### config.mk
export PLATFORM = sky130hd
export DESIGN_NAME = acs_ctrl
export DESIGN_NICKNAME = d
export VERILOG_FILES = /design/src/acs_pkg.sv /design/src/acs_fifo.sv /design/src/acs_sar.sv /design/src/acs_ctrl.sv
export SDC_FILE = /design/constraint.sdc
export NUM_CORES = 1
export LEC_CHECK = 0
export BUFFER_PORTS_ARGS = -buffer_cell sky130_fd_sc_hd__buf_2
export CORE_MARGIN = 2
export CORE_UTILIZATION = 66
export DETAILED_ROUTE_END_ITERATION = 8
export GPL_ROUTABILITY_DRIVEN = 0
export PLACE_DENSITY = 0.83
export RECOVER_POWER = 50
export REMOVE_ABC_BUFFERS = 1
export SYNTH_ARGS = -nofsm -noshare
export SYNTH_HDL_FRONTEND = slang
export SYNTH_SLANG_ARGS = --single-unit
### constraint.sdc
create_clock -name sys_clk_i -period 4.7 [get_ports sys_clk_i]
set_input_delay 0.94 -clock sys_clk_i [delete_from_list [all_inputs] [get_ports sys_clk_i]]
set_output_delay 0.94 -clock sys_clk_i [all_outputs]
set_load 0.005 [all_outputs]
### src/acs_pkg.sv
// Constants shared by the converter control block and its helpers.
// Assumes a 100 MHz system clock; the serial link is sampled by it.
package acs_pkg;

   // ****************************************************************
   // Clock and timing
   // ****************************************************************
   localparam int SYS_CLK_MHZ     = 100;
   // Internal conversion clock period, in nanoseconds.
   localparam int INT_CONV_CLK_NS = 500;
   localparam int INT_TICK_CYC    = (INT_CONV_CLK_NS * SYS_CLK_MHZ + 999) / 1000;

   // ****************************************************************
   // Control byte fields
   // ****************************************************************
   localparam int BYTE_BITS   = 8;
   localparam int BIT_START   = 7;
   localparam int BIT_CODE_H  = 6;
   localparam int BIT_CODE_M  = 5;
   localparam int BIT_CODE_L  = 4;
   localparam int BIT_CONFIG  = 3;
   localparam int BIT_RANGE   = 2;
   localparam int BIT_MODE_H  = 1;
   localparam int BIT_MODE_L  = 0;

   // ****************************************************************
   // Falling-edge positions counted from the start bit
   // ****************************************************************
   localparam logic [4:0] FALL_MUX      = 5'h05;
   localparam logic [4:0] FALL_HOLD     = 5'h08;
   localparam logic [4:0] FALL_MSB      = 5'h0a;
   localparam int         RES_BITS      = 14;
   localparam int         CONV_TICKS    = 15;
   localparam logic [4:0] EXT_CONV_FALLS = 5'h12;
   localparam logic [4:0] FALL_DONE     = FALL_MUX + EXT_CONV_FALLS;
   localparam logic [3:0] INT_READ_FALLS = 4'hf;

   // ****************************************************************
   // Modes, states and reset values
   // ****************************************************************
   typedef enum logic [1:0] {
      MODE_PD_FULL = 2'h0,
      MODE_PD_FAST = 2'h1,
      MODE_INT_CLK = 2'h2,
      MODE_EXT_CLK = 2'h3
   } acs_mode_t;

   typedef enum logic [1:0] {
      ST_IDLE     = 2'h0,
      ST_RECEIVE  = 2'h1,
      ST_EXT_CONV = 2'h3,
      ST_INT_CONV = 2'h2
   } acs_state_t;

   localparam acs_mode_t  MODE_RST   = MODE_INT_CLK;
   localparam logic       STRB_RST   = 1'h1;
   localparam int         FIFO_DEPTH = 8;

endpackage

### src/acs_fifo.sv
// Small synchronous FIFO with valid/ready on both sides.
// Assumes one clock and an asynchronous active-low reset.
module acs_fifo
   import acs_pkg::*;
#(
   parameter int WIDTH = 14,
   parameter int DEPTH = FIFO_DEPTH
) (
   // Clock and reset
   input  wire logic             sys_clk_i,
   input  wire logic             arst_n_i,
   // Write side
   input  wire logic             wr_valid_i,
   output      logic             wr_ready_o,
   input  wire logic [WIDTH-1:0] wr_data_i,
   // Read side
   output      logic             rd_valid_o,
   input  wire logic             rd_ready_i,
   output      logic [WIDTH-1:0] rd_data_o
);

   localparam int AW = $clog2(DEPTH);

   logic [WIDTH-1:0] mem [DEPTH];
   logic [AW-1:0]    wr_ptr;
   logic [AW-1:0]    rd_ptr;
   logic [AW:0]      count;
   logic             do_wr;
   logic             do_rd;

   assign wr_ready_o = (count != (AW+1)'(DEPTH));
   assign rd_valid_o = (count != '0);
   assign do_wr      = wr_valid_i & wr_ready_o;
   assign do_rd      = rd_valid_o & rd_ready_i;
   assign rd_data_o  = mem[rd_ptr];

   always_ff @(posedge sys_clk_i) begin
      if (do_wr) begin
         mem[wr_ptr] <= wr_data_i;
      end
   end

   always_ff @(posedge sys_clk_i or negedge arst_n_i) begin
      if (!arst_n_i) begin
         wr_ptr <= '0;
         rd_ptr <= '0;
         count  <= '0;
      end else begin
         if (do_wr) begin
            wr_ptr <= (wr_ptr == AW'(DEPTH - 1)) ? '0 : wr_ptr + 1'b1;
         end
         if (do_rd) begin
            rd_ptr <= (rd_ptr == AW'(DEPTH - 1)) ? '0 : rd_ptr + 1'b1;
         end
         count <= count + (AW+1)'(do_wr) - (AW+1)'(do_rd);
      end
   end

endmodule

### src/acs_sar.sv
// Successive-approximation register: one step per conversion tick.
// Assumes a synchronised comparator level and single-cycle ticks.
module acs_sar
   import acs_pkg::*;
(
   // Clock and reset
   input  wire logic                sys_clk_i,
   input  wire logic                arst_n_i,
   // Control
   input  wire logic                start_i,
   input  wire logic                abort_i,
   input  wire logic                tick_i,
   input  wire logic                comp_i,
   // Trial code to the capacitive DAC
   output      logic [RES_BITS-1:0] dac_code_o,
   // Finished word, held until taken
   output      logic                res_valid_o,
   input  wire logic                res_ready_i,
   output      logic [RES_BITS-1:0] res_data_o
);

   logic                busy;
   logic [3:0]          step;
   logic [RES_BITS-1:0] next_code;

   // Keep or drop the bit under trial, then try the next lower bit.
   always_comb begin
      next_code = dac_code_o;
      for (int i = 0; i < RES_BITS; i++) begin
         if (step == 4'(RES_BITS - i)) begin
            next_code[i] = comp_i;
            if (i > 0) begin
               next_code[i-1] = 1'b1;
            end
         end
      end
   end

   always_ff @(posedge sys_clk_i or negedge arst_n_i) begin
      if (!arst_n_i) begin
         busy        <= 1'b0;
         step        <= '0;
         dac_code_o  <= '0;
         res_valid_o <= 1'b0;
         res_data_o  <= '0;
      end else begin
         if (res_valid_o && res_ready_i) begin
            res_valid_o <= 1'b0;
         end
         if (abort_i) begin
            busy <= 1'b0;
         end else if (start_i) begin
            busy       <= 1'b1;
            step       <= '0;
            dac_code_o <= '0;
         end else if (busy && tick_i) begin
            // MSB first; the first tick sets the MSB trial, each later tick makes one decision.
            step <= step + 1'b1;
            if (step == '0) begin
               dac_code_o <= {1'b1, {(RES_BITS-1){1'b0}}};
            end else begin
               dac_code_o <= next_code;
            end
            if (step == 4'(CONV_TICKS - 1)) begin
               busy        <= 1'b0;
               res_valid_o <= 1'b1;
               res_data_o  <= next_code;
            end
         end
      end
   end

endmodule

### src/acs_ctrl.sv
// Control side of a 14-bit serial successive-approximation converter.
// Assumes the serial pins and the comparator are asynchronous to sys_clk_i.
module acs_ctrl
   import acs_pkg::*;
(
   // Clock and reset
   input  wire logic                sys_clk_i,
   input  wire logic                arst_n_i,
   // Serial link pins
   input  wire logic                sclk_i,
   input  wire logic                cs_n_i,
   input  wire logic                din_i,
   output      logic                dout_o,
   output      logic                dout_oe_o,
   output      logic                conversion_strobe_out_o,
   output      logic                conversion_strobe_out_oe_o,
   // Analog front end
   input  wire logic                comp_i,
   output      logic [RES_BITS-1:0] dac_code_o,
   output      logic [2:0]          mux_pos_sel_o,
   output      logic [2:0]          mux_neg_sel_o,
   output      logic                mux_neg_com_o,
   output      logic                mux_open_o,
   output      logic                track_hold_o,
   // Mode status
   output      logic                coding_range_bit_o,
   output      logic                power_down_full_o,
   output      logic                power_down_fast_o,
   output      logic                fifo_ready_o
);

   // ****************************************************************
   // Functions
   // ****************************************************************
   // Positive channel from the code: single-ended and differential.
   function automatic logic [2:0] pos_channel(input logic h, input logic m,
                                              input logic l);
      return {m, l, h};
   endfunction

   // Straight binary or two's complement for the chosen coding.
   function automatic logic [RES_BITS-1:0] code_word(input logic [RES_BITS-1:0] w,
                                                     input logic unipolar);
      return unipolar ? w : {~w[RES_BITS-1], w[RES_BITS-2:0]};
   endfunction

   // ****************************************************************
   // Synchronisers and edge detection
   // ****************************************************************
   logic [1:0] sclk_s;
   logic [1:0] cs_s;
   logic [1:0] din_s;
   logic [1:0] comp_s;
   logic       sclk_q;
   logic       sclk_rise;
   logic       sclk_fall;
   logic       cs_low;

   always_ff @(posedge sys_clk_i or negedge arst_n_i) begin
      if (!arst_n_i) begin
         sclk_s <= '0;
         cs_s   <= 2'h3;
         din_s  <= '0;
         comp_s <= '0;
         sclk_q <= 1'b0;
      end else begin
         sclk_s <= {sclk_s[0], sclk_i};
         cs_s   <= {cs_s[0], cs_n_i};
         din_s  <= {din_s[0], din_i};
         comp_s <= {comp_s[0], comp_i};
         sclk_q <= sclk_s[1];
      end
   end

   assign cs_low    = ~cs_s[1];
   assign sclk_rise = sclk_s[1] & ~sclk_q;
   assign sclk_fall = ~sclk_s[1] & sclk_q;

   // ****************************************************************
   // Sequencer
   // ****************************************************************
   acs_state_t          state;
   logic [BYTE_BITS-1:0] ctrl_shift;
   logic [4:0]          fall_cnt;
   logic [4:0]          next_fall;
   logic                start_bit;
   logic                conv_start;
   logic                conv_tick;
   logic                res_valid;
   logic                res_ready;
   logic [RES_BITS-1:0] res_data;
   logic [$clog2(INT_TICK_CYC)-1:0] div_cnt;
   logic                div_tick;
   acs_mode_t           mode;

   assign next_fall = fall_cnt + 1'b1;
   // Zeros are ignored until a one arrives with chip select low.
   assign start_bit = cs_low & sclk_rise & din_s[1] & (state == ST_IDLE);
   assign conv_start = (state == ST_RECEIVE) & sclk_fall & (next_fall == FALL_HOLD)
                       & ctrl_shift[BIT_MODE_H];

   always_ff @(posedge sys_clk_i or negedge arst_n_i) begin
      if (!arst_n_i) begin
         state    <= ST_IDLE;
         fall_cnt <= '0;
      end else if (!cs_low) begin
         // Raising chip select abandons the byte and any conversion.
         state    <= ST_IDLE;
         fall_cnt <= '0;
      end else begin
         case (state)
            ST_IDLE: begin
               if (start_bit) begin
                  state    <= ST_RECEIVE;
                  fall_cnt <= '0;
               end
            end
            ST_RECEIVE: begin
               if (sclk_fall) begin
                  fall_cnt <= next_fall;
                  if (next_fall == FALL_HOLD) begin
                     case (acs_mode_t'(ctrl_shift[BIT_MODE_H:BIT_MODE_L]))
                        MODE_EXT_CLK: state <= ST_EXT_CONV;
                        MODE_INT_CLK: state <= ST_INT_CONV;
                        default:      state <= ST_IDLE;
                     endcase
                  end
               end
            end
            ST_EXT_CONV: begin
               // The host must keep clocking until the final edge.
               if (sclk_fall) begin
                  fall_cnt <= next_fall;
                  if (next_fall == FALL_DONE) begin
                     state <= ST_IDLE;
                  end
               end
            end
            ST_INT_CONV: begin
               if (res_valid && res_ready) begin
                  state <= ST_IDLE;
               end
            end
            default: state <= ST_IDLE;
         endcase
      end
   end

   // Control byte shift register, MSB first.
   always_ff @(posedge sys_clk_i or negedge arst_n_i) begin
      if (!arst_n_i) begin
         ctrl_shift <= '0;
      end else if (start_bit) begin
         ctrl_shift <= {{(BYTE_BITS-1){1'b0}}, 1'b1};
      end else if (cs_low && sclk_rise && state == ST_RECEIVE) begin
         ctrl_shift <= {ctrl_shift[BYTE_BITS-2:0], din_s[1]};
      end
   end

   // ****************************************************************
   // Mode and power-down
   // ****************************************************************
   always_ff @(posedge sys_clk_i or negedge arst_n_i) begin
      if (!arst_n_i) begin
         mode               <= MODE_RST;
         coding_range_bit_o <= 1'b1;
         power_down_full_o  <= 1'b0;
         power_down_fast_o  <= 1'b0;
      end else if (start_bit) begin
         power_down_full_o <= 1'b0;
         power_down_fast_o <= 1'b0;
      end else if (state == ST_RECEIVE && sclk_fall && next_fall == FALL_HOLD) begin
         mode               <= acs_mode_t'(ctrl_shift[BIT_MODE_H:BIT_MODE_L]);
         coding_range_bit_o <= ctrl_shift[BIT_RANGE];
         power_down_full_o  <= (ctrl_shift[BIT_MODE_H:BIT_MODE_L] == MODE_PD_FULL);
         power_down_fast_o  <= (ctrl_shift[BIT_MODE_H:BIT_MODE_L] == MODE_PD_FAST);
      end
   end

   // ****************************************************************
   // Input multiplexer and track/hold
   // ****************************************************************
   always_ff @(posedge sys_clk_i or negedge arst_n_i) begin
      if (!arst_n_i) begin
         mux_pos_sel_o <= '0;
         mux_neg_sel_o <= '0;
         mux_neg_com_o <= 1'b1;
      end else if (state == ST_RECEIVE && sclk_fall && next_fall == FALL_MUX) begin
         // Five bits are in: start, channel code and configuration.
         // Bit 0 is the configuration, bits 3:1 the channel code.
         mux_pos_sel_o <= pos_channel(ctrl_shift[3], ctrl_shift[2], ctrl_shift[1]);
         mux_neg_sel_o <= pos_channel(~ctrl_shift[3], ctrl_shift[2], ctrl_shift[1]);
         mux_neg_com_o <= ctrl_shift[0];
      end
   end

   // The selection registers keep the last programmed channel.
   always_ff @(posedge sys_clk_i or negedge arst_n_i) begin
      if (!arst_n_i) begin
         mux_open_o   <= 1'b0;
         track_hold_o <= 1'b0;
      end else if (conv_start) begin
         // Acquisition ran over falls 5 to 8.
         mux_open_o   <= 1'b1;
         track_hold_o <= 1'b1;
      end else if (state == ST_IDLE || state == ST_RECEIVE
                   || (state == ST_INT_CONV && res_valid && res_ready)) begin
         // Track resumes in the same cycle as the completion strobe.
         mux_open_o   <= 1'b0;
         track_hold_o <= 1'b0;
      end
   end

   // ****************************************************************
   // Conversion clock and engine
   // ****************************************************************
   always_ff @(posedge sys_clk_i or negedge arst_n_i) begin
      if (!arst_n_i) begin
         div_cnt <= '0;
      end else if (state != ST_INT_CONV || div_tick) begin
         div_cnt <= '0;
      end else begin
         div_cnt <= div_cnt + 1'b1;
      end
   end

   assign div_tick  = (div_cnt == ($clog2(INT_TICK_CYC))'(INT_TICK_CYC - 1));
   assign conv_tick = (state == ST_EXT_CONV) ? sclk_fall
                    : (state == ST_INT_CONV) & div_tick;
   assign res_ready = (state == ST_EXT_CONV) | fifo_ready_o;

   // Fifteen ticks resolve the held sample.
   acs_sar u_sar (
      .sys_clk_i   (sys_clk_i),
      .arst_n_i    (arst_n_i),
      .start_i     (conv_start),
      .abort_i     (~cs_low),
      .tick_i      (conv_tick),
      .comp_i      (comp_s[1]),
      .dac_code_o  (dac_code_o),
      .res_valid_o (res_valid),
      .res_ready_i (res_ready),
      .res_data_o  (res_data)
   );

   // ****************************************************************
   // Result buffer
   // ****************************************************************
   logic                fifo_valid;
   logic                fifo_pop;
   logic [RES_BITS-1:0] fifo_data;
   logic [RES_BITS-1:0] out_shift;
   logic [3:0]          out_cnt;

   assign fifo_pop = fifo_valid & (out_cnt == '0) & (state != ST_EXT_CONV);

   acs_fifo #(
      .WIDTH (RES_BITS),
      .DEPTH (FIFO_DEPTH)
   ) u_fifo (
      .sys_clk_i  (sys_clk_i),
      .arst_n_i   (arst_n_i),
      .wr_valid_i (res_valid & (state == ST_INT_CONV)),
      .wr_ready_o (fifo_ready_o),
      .wr_data_i  (code_word(res_data, coding_range_bit_o)),
      .rd_valid_o (fifo_valid),
      .rd_ready_i (fifo_pop),
      .rd_data_o  (fifo_data)
   );

   // ****************************************************************
   // Serial outputs
   // ****************************************************************
   always_ff @(posedge sys_clk_i or negedge arst_n_i) begin
      if (!arst_n_i) begin
         out_shift <= '0;
         out_cnt   <= '0;
         dout_o    <= 1'b0;
      end else if (fifo_pop) begin
         out_shift <= fifo_data;
         out_cnt   <= INT_READ_FALLS;
      end else if (cs_low && sclk_fall) begin
         if (state == ST_EXT_CONV && next_fall >= FALL_MSB) begin
            // Each decision leaves on the fall that makes it.
            dout_o <= (next_fall == FALL_MSB && !coding_range_bit_o) ? ~comp_s[1]
                                                                      : comp_s[1];
         end else if (out_cnt == INT_READ_FALLS) begin
            // The first fall after completion leads the MSB by one.
            out_cnt <= out_cnt - 1'b1;
            dout_o  <= 1'b0;
         end else if (out_cnt != '0) begin
            out_cnt   <= out_cnt - 1'b1;
            dout_o    <= out_shift[RES_BITS-1];
            out_shift <= {out_shift[RES_BITS-2:0], 1'b0};
         end else begin
            dout_o <= 1'b0;
         end
      end
   end

   always_ff @(posedge sys_clk_i or negedge arst_n_i) begin
      if (!arst_n_i) begin
         conversion_strobe_out_o <= STRB_RST;
      end else if (state == ST_INT_CONV && res_valid && res_ready) begin
         conversion_strobe_out_o <= 1'b1;
      end else if (cs_low && sclk_fall) begin
         if (state == ST_RECEIVE && next_fall == FALL_HOLD) begin
            // High for the two periods before the MSB in external mode.
            conversion_strobe_out_o <= ctrl_shift[BIT_MODE_L];
         end else if (state == ST_EXT_CONV && next_fall == FALL_MSB) begin
            conversion_strobe_out_o <= 1'b0;
         end
      end
   end

   // A fresh byte is expected before every conversion.
   assign dout_oe_o                  = cs_low;
   assign conversion_strobe_out_oe_o = cs_low | (mode == MODE_INT_CLK);

endmodule

## Word level (Yosys, flattened, before mapping)

Memory sizes are Yosys's and may differ from the RTL's.
Cells that the tools add are included.

- Equality and inequality tests: 41
- Bitwise gates (word level): 25
- Multiplexer cells: 74
- Order comparisons: 1
- Reductions and logical operators: 47
- Add/subtract/negate cells: 8

Operators by type and width:

| kind | count |
|---|---|
| $mux 14 | 9 |
| $mux 2 | 20 |
| $mux 4 | 9 |
| $eq 4x4->1 const B | 8 |
| $mux 1 | 27 |
| $eq 4x3->1 const B | 4 |
| $mux 5 | 3 |
| $ne 3x3->1 const B | 5 |
| $reduce_bool 3->1 | 5 |
| $and 1x1->1 | 14 |
| $logic_and 1x1->1 | 14 |
| $reduce_bool 2->1 | 7 |
| $eq 2x2->1 const B | 5 |
| $eq 5x4->1 const B | 2 |
| $pmux 5 s2 | 1 |
| $reduce_and 2->1 | 5 |
| $not 1->1 | 9 |
| $eq 4x2->1 const B | 2 |
| $logic_not 4->1 | 2 |
| $pmux 2 s4 | 1 |
| $reduce_and 4->1 | 2 |
| $reduce_bool 4->1 | 2 |
| $add 3x1->3 const B | 2 |
| $add 6x1->6 const B | 1 |
| 27 further kinds | 37 |

- Flip-flop bits (word level): 103
- Memories: 1
- Bits in writable memories: 112
- Bits of input ports: 6
- Output and inout bits: 31

Memories:

| name | words | width | read ports | clocked after memory_dff | wr ports | RTL line | text |
|---|---|---|---|---|---|---|---|
| u_fifo.mem | 8 | 14 | 1 | 0 | 1 | acs_fifo.sv:24 | `logic [WIDTH-1:0] mem [DEPTH];` |

## Longest topological paths before layout

Gate-level depths: netlist of run 1.

- Depth in word-level cells: 18
- Depth in mapped cells: 14
- Mapped depth without buffers: 11

## Cells and area by module

A second synthesis of run 1 with hierarchy kept.

- Cells, all modules: 651
- Area, all modules: 9415.3 sq um

By module, submodules not included:

| module | sequential area each (sq um) | area an instance (sq um) | times used | cells an instance |
|---|---|---|---|---|
| acs_fifo | 3613.5 | 4931.0 | 1 | 219 |
| acs_ctrl | 1433.9 | 2790.2 | 1 | 270 |
| acs_sar | 850.8 | 1694.1 | 1 | 162 |

## Worst setup path after synthesis of run 1

OpenSTA, ideal clock, no wires.

- Path kind: reg-to-reg
- Start: register state[0]
- End: memory u_fifo.mem[4][0] (enable)
- Setup time: 0.406 ns
- Setup slack: 2.050 ns
- Data arrival time: 2.244 ns
- Period minus slack after synthesis: 2.650 ns
- Cell stages (with the launch flop): 7
- Path through: dfrtp_1 -> buf_2 -> nor2b_1 -> nand3_1 -> inv_1 -> nand2b_1 -> nor3b_1

- Word-level cells in the longest chain between the ends: 5

RTL lines:

| item | RTL line | text |
|---|---|---|
| from (decl) | acs_ctrl.sv:82 | `acs_state_t state;` |
| from (signal assigned) | acs_ctrl.sv:104 | `state <= ST_IDLE;` |
| from (signal assigned) | acs_ctrl.sv:108 | `state <= ST_IDLE;` |
| from (signal assigned) | acs_ctrl.sv:114 | `state <= ST_RECEIVE;` |
| $eq 2x2->1 | acs_ctrl.sv:263 | `.wr_valid_i (res_valid & (state == ST_INT_CONV)),` |
| $and 1x1->1 | acs_ctrl.sv:263 |  |
| $and 1x1->1 | acs_fifo.sv:33 | `assign do_wr = wr_valid_i & wr_ready_o;` |
| named net u_fifo.do_wr | acs_fifo.sv:28 | `logic do_wr;` |
| $mux 1 | acs_fifo.sv:38 | `if (do_wr) begin` |
| $mux 1 (implied by the code) | acs_fifo.sv:39 | `mem[wr_ptr] <= wr_data_i;` |
| to (decl) | acs_fifo.sv:24 |  |

The timed path passes the listed nets, and every way through them passes these cells.

## Worst setup path after layout of run 1

- Start: register state[1]
- End: memory u_fifo.mem[4][10] (enable)

Same word-level chain as after synthesis.

==> impl_metrics.env, run 1 <==
export IMPL_result_of_the_run="finished with violations"
export IMPL_violations_in_the_final_reports="max-capacitance violations, max-slew violations"
export IMPL_routed_via_count=6042
export IMPL_final_max_slew_violation_count=81
export IMPL_hold_buffers=0
export IMPL_yosysWarningCount=0
export IMPL_ffs_w_async_s_r_synth=0.474
export IMPL_tritoncts_num_sinks=213
export IMPL_max_freq_mhz=329
export IMPL_netlist_area_leader_share=0.350
export IMPL_crit_chain="nor2b_1, nand3_1, inv_1, nand2b_1, nor3b_2"
export IMPL_finalSetupViolCount=0
export IMPL_clock_root_buffer="sky130_fd_sc_hd__clkbuf_16"
export IMPL_rrSetupSlack_ns=1.66
export IMPL_post_drt_via_cell_ratio=6.47
export IMPL_global_route_usage_total=0.268
export IMPL_grt_antenna_before_repair=0
export IMPL_worstSkewPairLatency_ns=0.52
export IMPL_synthXorXnorAreaFrac=0.0100
export IMPL_cts_made_buffers=23
export IMPL_layout_cell_area_non_filler_um2=10600
export IMPL_synthTopCellsByCount="112 x sky130_fd_sc_hd__edfxtp_1, 95 x sky130_fd_sc_hd__dfrtp_1, 55 x sky130_fd_sc_hd__nand2_1"
export IMPL_final_period_minus_worst_setup_slack_ns=3.04
export IMPL_p_per_area_nw_per_um2=354
export IMPL_post_cts_buffers=0
export IMPL_io_pin_count=37
export IMPL_share_of_synthesized_area_occupied_by_flip_flops_and_latches=0.613
export IMPL_tritoncts="done"
export IMPL_cts_max_level=1
export IMPL_drc=0
export IMPL_transition_time_at_the_pin_with_the_least_slew_margin_ns=2.03
export IMPL_utilization=0.736
export IMPL_drt_wirelength_per_cell_um=21.9
export IMPL_hpwlAfterDp_um=12900
export IMPL_maxCapViolCount=1
export IMPL_critPathArrivalTime_ns=3.15
export IMPL_crit_path_start_kind="flop"
export IMPL_post_route_cells_drive_above_1_share=0.204
export IMPL_die_w_um=125
export IMPL_vdd_ir_drop_max_mv=0.297
export IMPL_first_iter_violations=491
export IMPL_first_global_vias=6139
export IMPL_rsz_0062_raised_after_global_routing="false"
export IMPL_wirelength_um=20500
export IMPL_synth_adder_area_share=0.0333
export IMPL_nFillCells=874
export IMPL_cpPeakStageDelay_ns=1.09
export IMPL_die_area_um2=15600
export IMPL_die_h_um=125
export IMPL_min_path_type="reg2reg"
export IMPL_synth_area_per_cell_um2=13.7
export IMPL_synth_area_leaders="sky130_fd_sc_hd__edfxtp_1 35%, sky130_fd_sc_hd__dfrtp_1 25%, sky130_fd_sc_hd__mux4_2 6.6%, sky130_fd_sc_hd__ha_1 3.1%, sky130_fd_sc_hd__mux2i_1 2.3%"
export IMPL_drtAntennaViolNets=0
export IMPL_core_um2=14400
export IMPL_synth_top_family_by_area="multiplexers"
export IMPL_critPathSlowestCell="sky130_fd_sc_hd__nor3b_2"
export IMPL_simple_gate_share_of_the_synthesized_area=0.104
export IMPL_grt_first_pass_wirelength_um=32900
export IMPL_timing_final_crit_share=0.647
export IMPL_fin_setup_tns_ns=0
export IMPL_worstSetupEndpointType="flop"
export IMPL_critical_path_max_fanout=17
export IMPL_placed_cell_area_um2=9870
export IMPL_timing_setup_critical_path_class="reg2reg"
export IMPL_post_cts_resized_instances=0
export IMPL_initial_utilization=0.669
export IMPL_detail_route_first_pass_iterations=5
export IMPL_diodes=0
export IMPL_yosys_most_used_dff="sky130_fd_sc_hd__edfxtp_1"
export IMPL_grt_max_degree=81
export IMPL_nNetsFinal=764
export IMPL_yosysUniqueCellTypes=68
export IMPL_hold_violations=0
export IMPL_syn_area_um2=9620
export IMPL_synth_edf_count=112
export IMPL_clk_pin_slew_ns=0.06
export IMPL_slew_headroom=-0.352
export IMPL_power_static_leakage_nw=3.92
export IMPL_global_route_overflow_total=0
export IMPL_biggest_area_consumer_among_synthesized_cells="sky130_fd_sc_hd__edfxtp_1"
export IMPL_netlist_instances=704
export IMPL_cp_data_required_time_ns=4.81
export IMPL_port_buffers=36
export IMPL_core_rowCount=44
export IMPL_clock_path_buffers=3
export IMPL_synth_most_common_cell="sky130_fd_sc_hd__edfxtp_1"
export IMPL_synth_mux_area_fraction=0.122
export IMPL_compound_gate_portion_of_the_synthesized_area=0.0821
export IMPL_flow_area_growth_from_synthesis_pct=9.95
export IMPL_fin_worst_skew_ns=0.0222
export IMPL_yosys_register_bits=213
where the power goes:
group	internal (W)	switching [W]
Combinational	0.0000166	0.0000473
Clock	0.000964	0.000731
Sequential	0.00197	0.0000199
Total	0.00295	0.000798
registers in the layout (all words and copies together), names as in the netlist, 3 cells and up:
register / flops
div_cnt: 6
fall_cnt: 5
u_fifo.count: 4
ctrl_shift: 4
out_shift: 14
u_sar.res_data_o: 14
out_cnt: 4
mux_pos_sel_o: 3
u_fifo.wr_ptr: 3
u_fifo.rd_ptr: 3
u_sar.step: 4
u_fifo.mem: 112
u_sar.dac_code_o: 14
per-layer routing:
metal | vias up | global-route usage | wire [um]
li1 | 2666 | - | -
met1 | 3019 | 0.363 | 8310
met2 | 297 | 0.440 | 10100
met3 | 60 | 0.0537 | 1400
met4 | 0 | 0.0939 | 676
met5 | - | 0 | 0
final timing paths:
kind | startpoint | cells after the start | to
hold / removal | din_s[0]$_DFF_PN0_ | 0 | din_s[1]$_DFF_PN0_
setup / recovery | state[1]$_DFFE_PN0P_ | 5 | u_fifo.mem[4][10]$_DFFE_PP_
min in group asynchronous | arst_n_i | 1 | u_fifo.rd_ptr[0]$_DFFE_PN0P_
max in group asynchronous | arst_n_i | 2 | out_cnt[2]$_DFFE_PN0P_
hold reg to reg | din_s[0]$_DFF_PN0_ | 0 | din_s[1]$_DFF_PN0_
setup reg to reg | state[1]$_DFFE_PN0P_ | 5 | u_fifo.mem[4][10]$_DFFE_PP_
worst max-delay path, delay by kind of cell, from the launching register on:
| kind | cells | cell delay [ns] |
|---|---|---|
| buffers and inverters | 1 | 0.20 |
| flip-flops | 1 | 0.67 |
| AND/OR/NAND/NOR | 4 | 1.76 |
metrics by stage:
stage,cells,total power (W),hold slack [ns],worst slack (ns)
after CTS,934,0.00376,0.353,1.69
final,934,0.00375,0.352,1.66
after floorplan,667,0.00205,0.331,1.96
after global routing,934,0.00384,0.364,1.27
after detailed placement,892,0.00209,0.340,1.71
after global placement,892,0.00208,0.332,1.91
kinds of logic (layout without fill, tap and decap cells):
family                   after synthesis  after routing
flip-flops                           213            213
AND/OR/NAND/NOR                      194            194
AO/OA/AOI/OAI                        120            120
multiplexers                          76             76
buffers and inverters                 65            111
adder cells (fa/ha/maj)               25             25
XOR/XNOR                              11             11
cell type report:
type                            count  area [um2]  area share
Clock inverter                     15         121      0.0115
Timing Repair Buffer               41         214      0.0202
Clock buffer                       27         591      0.0558
Tap cell                          184         230      0.0218
Sequential cell                   213        5900       0.558
Multi-Input combinational cell    426        3420       0.323
Inverter                           28         105     0.00994
placed cells by master (no fill, tap or decap), types with 4 or more instances in the layout:
cell type                   synthesis  final
sky130_fd_sc_hd__or3_1              4      4
sky130_fd_sc_hd__a21oi_1           33     33
sky130_fd_sc_hd__nand4_1            4      4
sky130_fd_sc_hd__o22a_1             6      6
sky130_fd_sc_hd__nand3_1           30     30
sky130_fd_sc_hd__nor2b_1           12     12
sky130_fd_sc_hd__o21ai_0           19     19
sky130_fd_sc_hd__nor3b_2            0      4
sky130_fd_sc_hd__clkinv_1           0      4
sky130_fd_sc_hd__o221ai_1           7      7
sky130_fd_sc_hd__xor2_1             6      6
sky130_fd_sc_hd__ha_1              24     24
sky130_fd_sc_hd__nand3_2           11     11
sky130_fd_sc_hd__buf_2             10     35
sky130_fd_sc_hd__edfxtp_1         112    112
sky130_fd_sc_hd__nand2_1           55     55
sky130_fd_sc_hd__o21ai_1           14     14
sky130_fd_sc_hd__o22ai_1            6      6
sky130_fd_sc_hd__mux2_1             8      8
sky130_fd_sc_hd__o31ai_1            9      9
sky130_fd_sc_hd__mux4_2            28     28
sky130_fd_sc_hd__inv_1             27     27
sky130_fd_sc_hd__nand2b_1           6      6
sky130_fd_sc_hd__nor2_1            48     48
sky130_fd_sc_hd__clkbuf_16          0     23
sky130_fd_sc_hd__clkbuf_1          13      5
sky130_fd_sc_hd__dfstp_2            6      5
sky130_fd_sc_hd__mux2_2             9      9
sky130_fd_sc_hd__xnor2_1            5      5
sky130_fd_sc_hd__mux2i_1           22     22
sky130_fd_sc_hd__dfrtp_1           95     94
sky130_fd_sc_hd__mux2_4             9      9
sky130_fd_sc_hd__buf_4              5      4
sky130_fd_sc_hd__a21o_1             4      4
Note: power is estimated with default switching activity, not from simulation.
==> run 2, diff against run 1 <==
CORE_UTILIZATION = 62   (was 66)
PLACE_DENSITY = 0.79   (was 0.83)
clock period = 2.85 ns   (was 4.7 ns; I/O delays follow)
==> run 2 against run 1 <==
The run still ends with max-capacitance violations, max-slew violations left. Register-to-register slack lost 1.4 ns. Sequential cell count is the same. Wire length grew 0.50%. Cell area grew 1.2%. Critical path depth grew 2. Die area grew 6.2%. Sequential power grew 65%. Final cell count grew 1.7%. Sequential share of layout area shrank 0.66 points.
==> impl_metrics.env, run 2 (synthesis gave the netlist of run 1 again) <==
export IMPL_result_of_the_run="finished with violations"
export IMPL_violations_in_the_final_reports="max-capacitance violations, max-slew violations"
export IMPL_hold_path_depth=1
export IMPL_rsz_0062_raised_after_global_routing="false"
export IMPL_top_register="u_fifo.mem"
export IMPL_transition_time_at_the_pin_with_the_least_slew_margin_ns=2.14
export IMPL_final_max_slew_violation_count=37
export IMPL_critPathSlowestCell="sky130_fd_sc_hd__dfrtp_1"
export IMPL_global_route_usage_total=0.267
export IMPL_worst_path_buf_inv=0
export IMPL_grt_antenna_before_repair=0
export IMPL_post_drt_via_cell_ratio=6.37
export IMPL_grt_first_pass_wirelength_um=33700
export IMPL_rr_startpoint="fall_cnt[0]$_DFFE_PN0P_"
export IMPL_timing_setup_critical_path_class="reg2reg"
export IMPL_die_w_um=129
export IMPL_wirelength_um=20600
export IMPL_rrSetupSlack_ns=0.24
export IMPL_final_common_cell="sky130_fd_sc_hd__edfxtp_1"
export IMPL_global_route_overflow_total=0
export IMPL_final_period_minus_worst_setup_slack_ns=2.61
export IMPL_first_global_vias=6100
export IMPL_cts_made_buffers=21
export IMPL_worst_hold_slack_ns=0.168
export IMPL_drtAntennaViolNets=0
export IMPL_finalSetupViolCount=0
export IMPL_post_cts_resized_instances=0
export IMPL_fin_worst_skew_ns=0.00962
export IMPL_core_um2=15200
export IMPL_min_delay_src="cs_n_i"
export IMPL_critical_path_max_fanout=14
export IMPL_regToRegEndpoint="out_shift[1]$_DFFE_PN0P_"
export IMPL_tritoncts="done"
export IMPL_worstSkewPairLatency_ns=0.50
export IMPL_flow_area_growth_from_synthesis_pct=11.3
export IMPL_tritoncts_num_sinks=213
export IMPL_p_per_area_nw_per_um2=574
export IMPL_min_path_type="in2reg"
export IMPL_power_static_leakage_nw=4.00
export IMPL_post_cts_buffers=0
export IMPL_largest_reg_flops=112
export IMPL_grt_max_degree=44
export IMPL_port_buffers=36
export IMPL_hold_buffers=0
export IMPL_hold_violations=0
export IMPL_crit_path_start_kind="flop"
export IMPL_fin_setup_tns_ns=0
export IMPL_timing_critical_path_max_delay_family="simple AND/OR/NAND/NOR gates"
export IMPL_drc=0
export IMPL_hpwlAfterDp_um=12800
export IMPL_max_freq_mhz=383
export IMPL_detail_route_first_pass_iterations=5
export IMPL_min_delay_worst_endpoint="cs_s[0]$_DFF_PN1_"
export IMPL_crit_chain="ha_1, and3_4, xnor2_1, o21ai_1, a21o_1, nor2_8, mux2_1"
export IMPL_drt_wirelength_per_cell_um=21.7
export IMPL_timing_final_crit_share=0.915
export IMPL_vdd_ir_drop_max_mv=0.522
export IMPL_nFillCells=980
export IMPL_cpPeakStageDelay_ns=0.47
export IMPL_clk_pin_slew_ns=0.07
export IMPL_die_area_um2=16500
export IMPL_slew_headroom=-0.426
export IMPL_maxCapViolCount=1
export IMPL_io_pin_count=37
export IMPL_worstSetupEndpointType="flop"
export IMPL_die_h_um=129
export IMPL_clock_path_buffers=3
export IMPL_post_route_cells_drive_above_1_share=0.222
export IMPL_diodes=0
export IMPL_most_frequent_cells_in_the_layout="112 x sky130_fd_sc_hd__edfxtp_1, 94 x sky130_fd_sc_hd__dfrtp_1, 55 x sky130_fd_sc_hd__nand2_1, 48 x sky130_fd_sc_hd__nor2_1, 35 x sky130_fd_sc_hd__buf_2"
export IMPL_cts_max_level=1
export IMPL_critPathArrivalTime_ns=2.99
export IMPL_reg2regPathDepth=7
export IMPL_first_iter_violations=620
export IMPL_routed_via_count=6047
export IMPL_cp_data_required_time_ns=3.23
export IMPL_worstSetupStartpoint="fall_cnt[0]$_DFFE_PN0P_"
export IMPL_initial_utilization=0.633
export IMPL_core_rowCount=45
export IMPL_clock_root_buffer="sky130_fd_sc_hd__clkbuf_16"
export IMPL_nNetsFinal=778
-- run 2: changes by cell type in the layout (fill, tap and decap cells not counted), moves of 2 or more --
cell,change
sky130_fd_sc_hd__clkbuf_8,+2
sky130_fd_sc_hd__buf_4,+14
sky130_fd_sc_hd__clkinvlp_2,-2
sky130_fd_sc_hd__buf_12,+2
sky130_fd_sc_hd__clkbuf_16,-2
sky130_fd_sc_hd__clkinvlp_4,+2
sky130_fd_sc_hd__clkinv_1,-3
-- run 2: metal layers --
layer / share of wire / GRT usage / vias to the layer above
met5: 0 / 0 / -
met4: 0.029 / 0.0863 / 0
met3: 0.066 / 0.0399 / 52
met2: 0.50 / 0.448 / 259
met1: 0.40 / 0.366 / 3038
li1: - / - / 2698
-- run 2: worst max path at each step --
stage | to | slack, ns | cells past startpoint
final | out_shift[1]$_DFFE_PN0P_ | 0.24 | 7
after global routing | out_shift[1]$_DFFE_PN0P_ | 0.14 | 7
after CTS | out_shift[1]$_DFFE_PN0P_ | 0.30 | 7
after detailed placement | out_shift[1]$_DFFE_PN0P_ | 0.30 | 7
after global placement | out_shift[2]$_DFFE_PN0P_ | 0.49 | 7
after floorplan | u_fifo.mem[4][0]$_DFFE_PP_ | 0.11 | 5
-- run 2: area by class of cell --
type	instances	area [um2]	area share
multi-input cells	426	3420	0.319
flip-flops and latches	213	5900	0.551
repair buffers	57	359	0.0336
clock buffers	27	568	0.0531
well taps	188	235	0.0220
clock inverters	11	120	0.0112
inverters	28	105	0.00982
-- run 2: metrics by stage --
| stage | std cells | util | power (W) | cell area, um2 | setup slack, ns |
|---|---|---|---|---|---|
| 2_1_floorplan | 667 | - | 0.00338 | 9390 | 0.112 |
| 3_3_place_gp | 912 | 0.659 | 0.00344 | 10000 | 0.492 |
| 3_5_place_dp | 912 | 0.659 | 0.00345 | 10000 | 0.304 |
| 4_1_cts | 950 | 0.704 | 0.00618 | 10700 | 0.296 |
| 5_1_grt | 950 | 0.704 | 0.00632 | 10700 | 0.141 |
| 6_report | 950 | 0.704 | 0.00614 | 10700 | 0.241 |
-- run 2: power by group --
group | switching [W] | internal, W | leakage [nW]
Sequential | 0.0000341 | 0.00324 | 2.17
Combinational | 0.0000790 | 0.0000304 | 1.50
Clock | 0.00115 | 0.00160 | 0.321
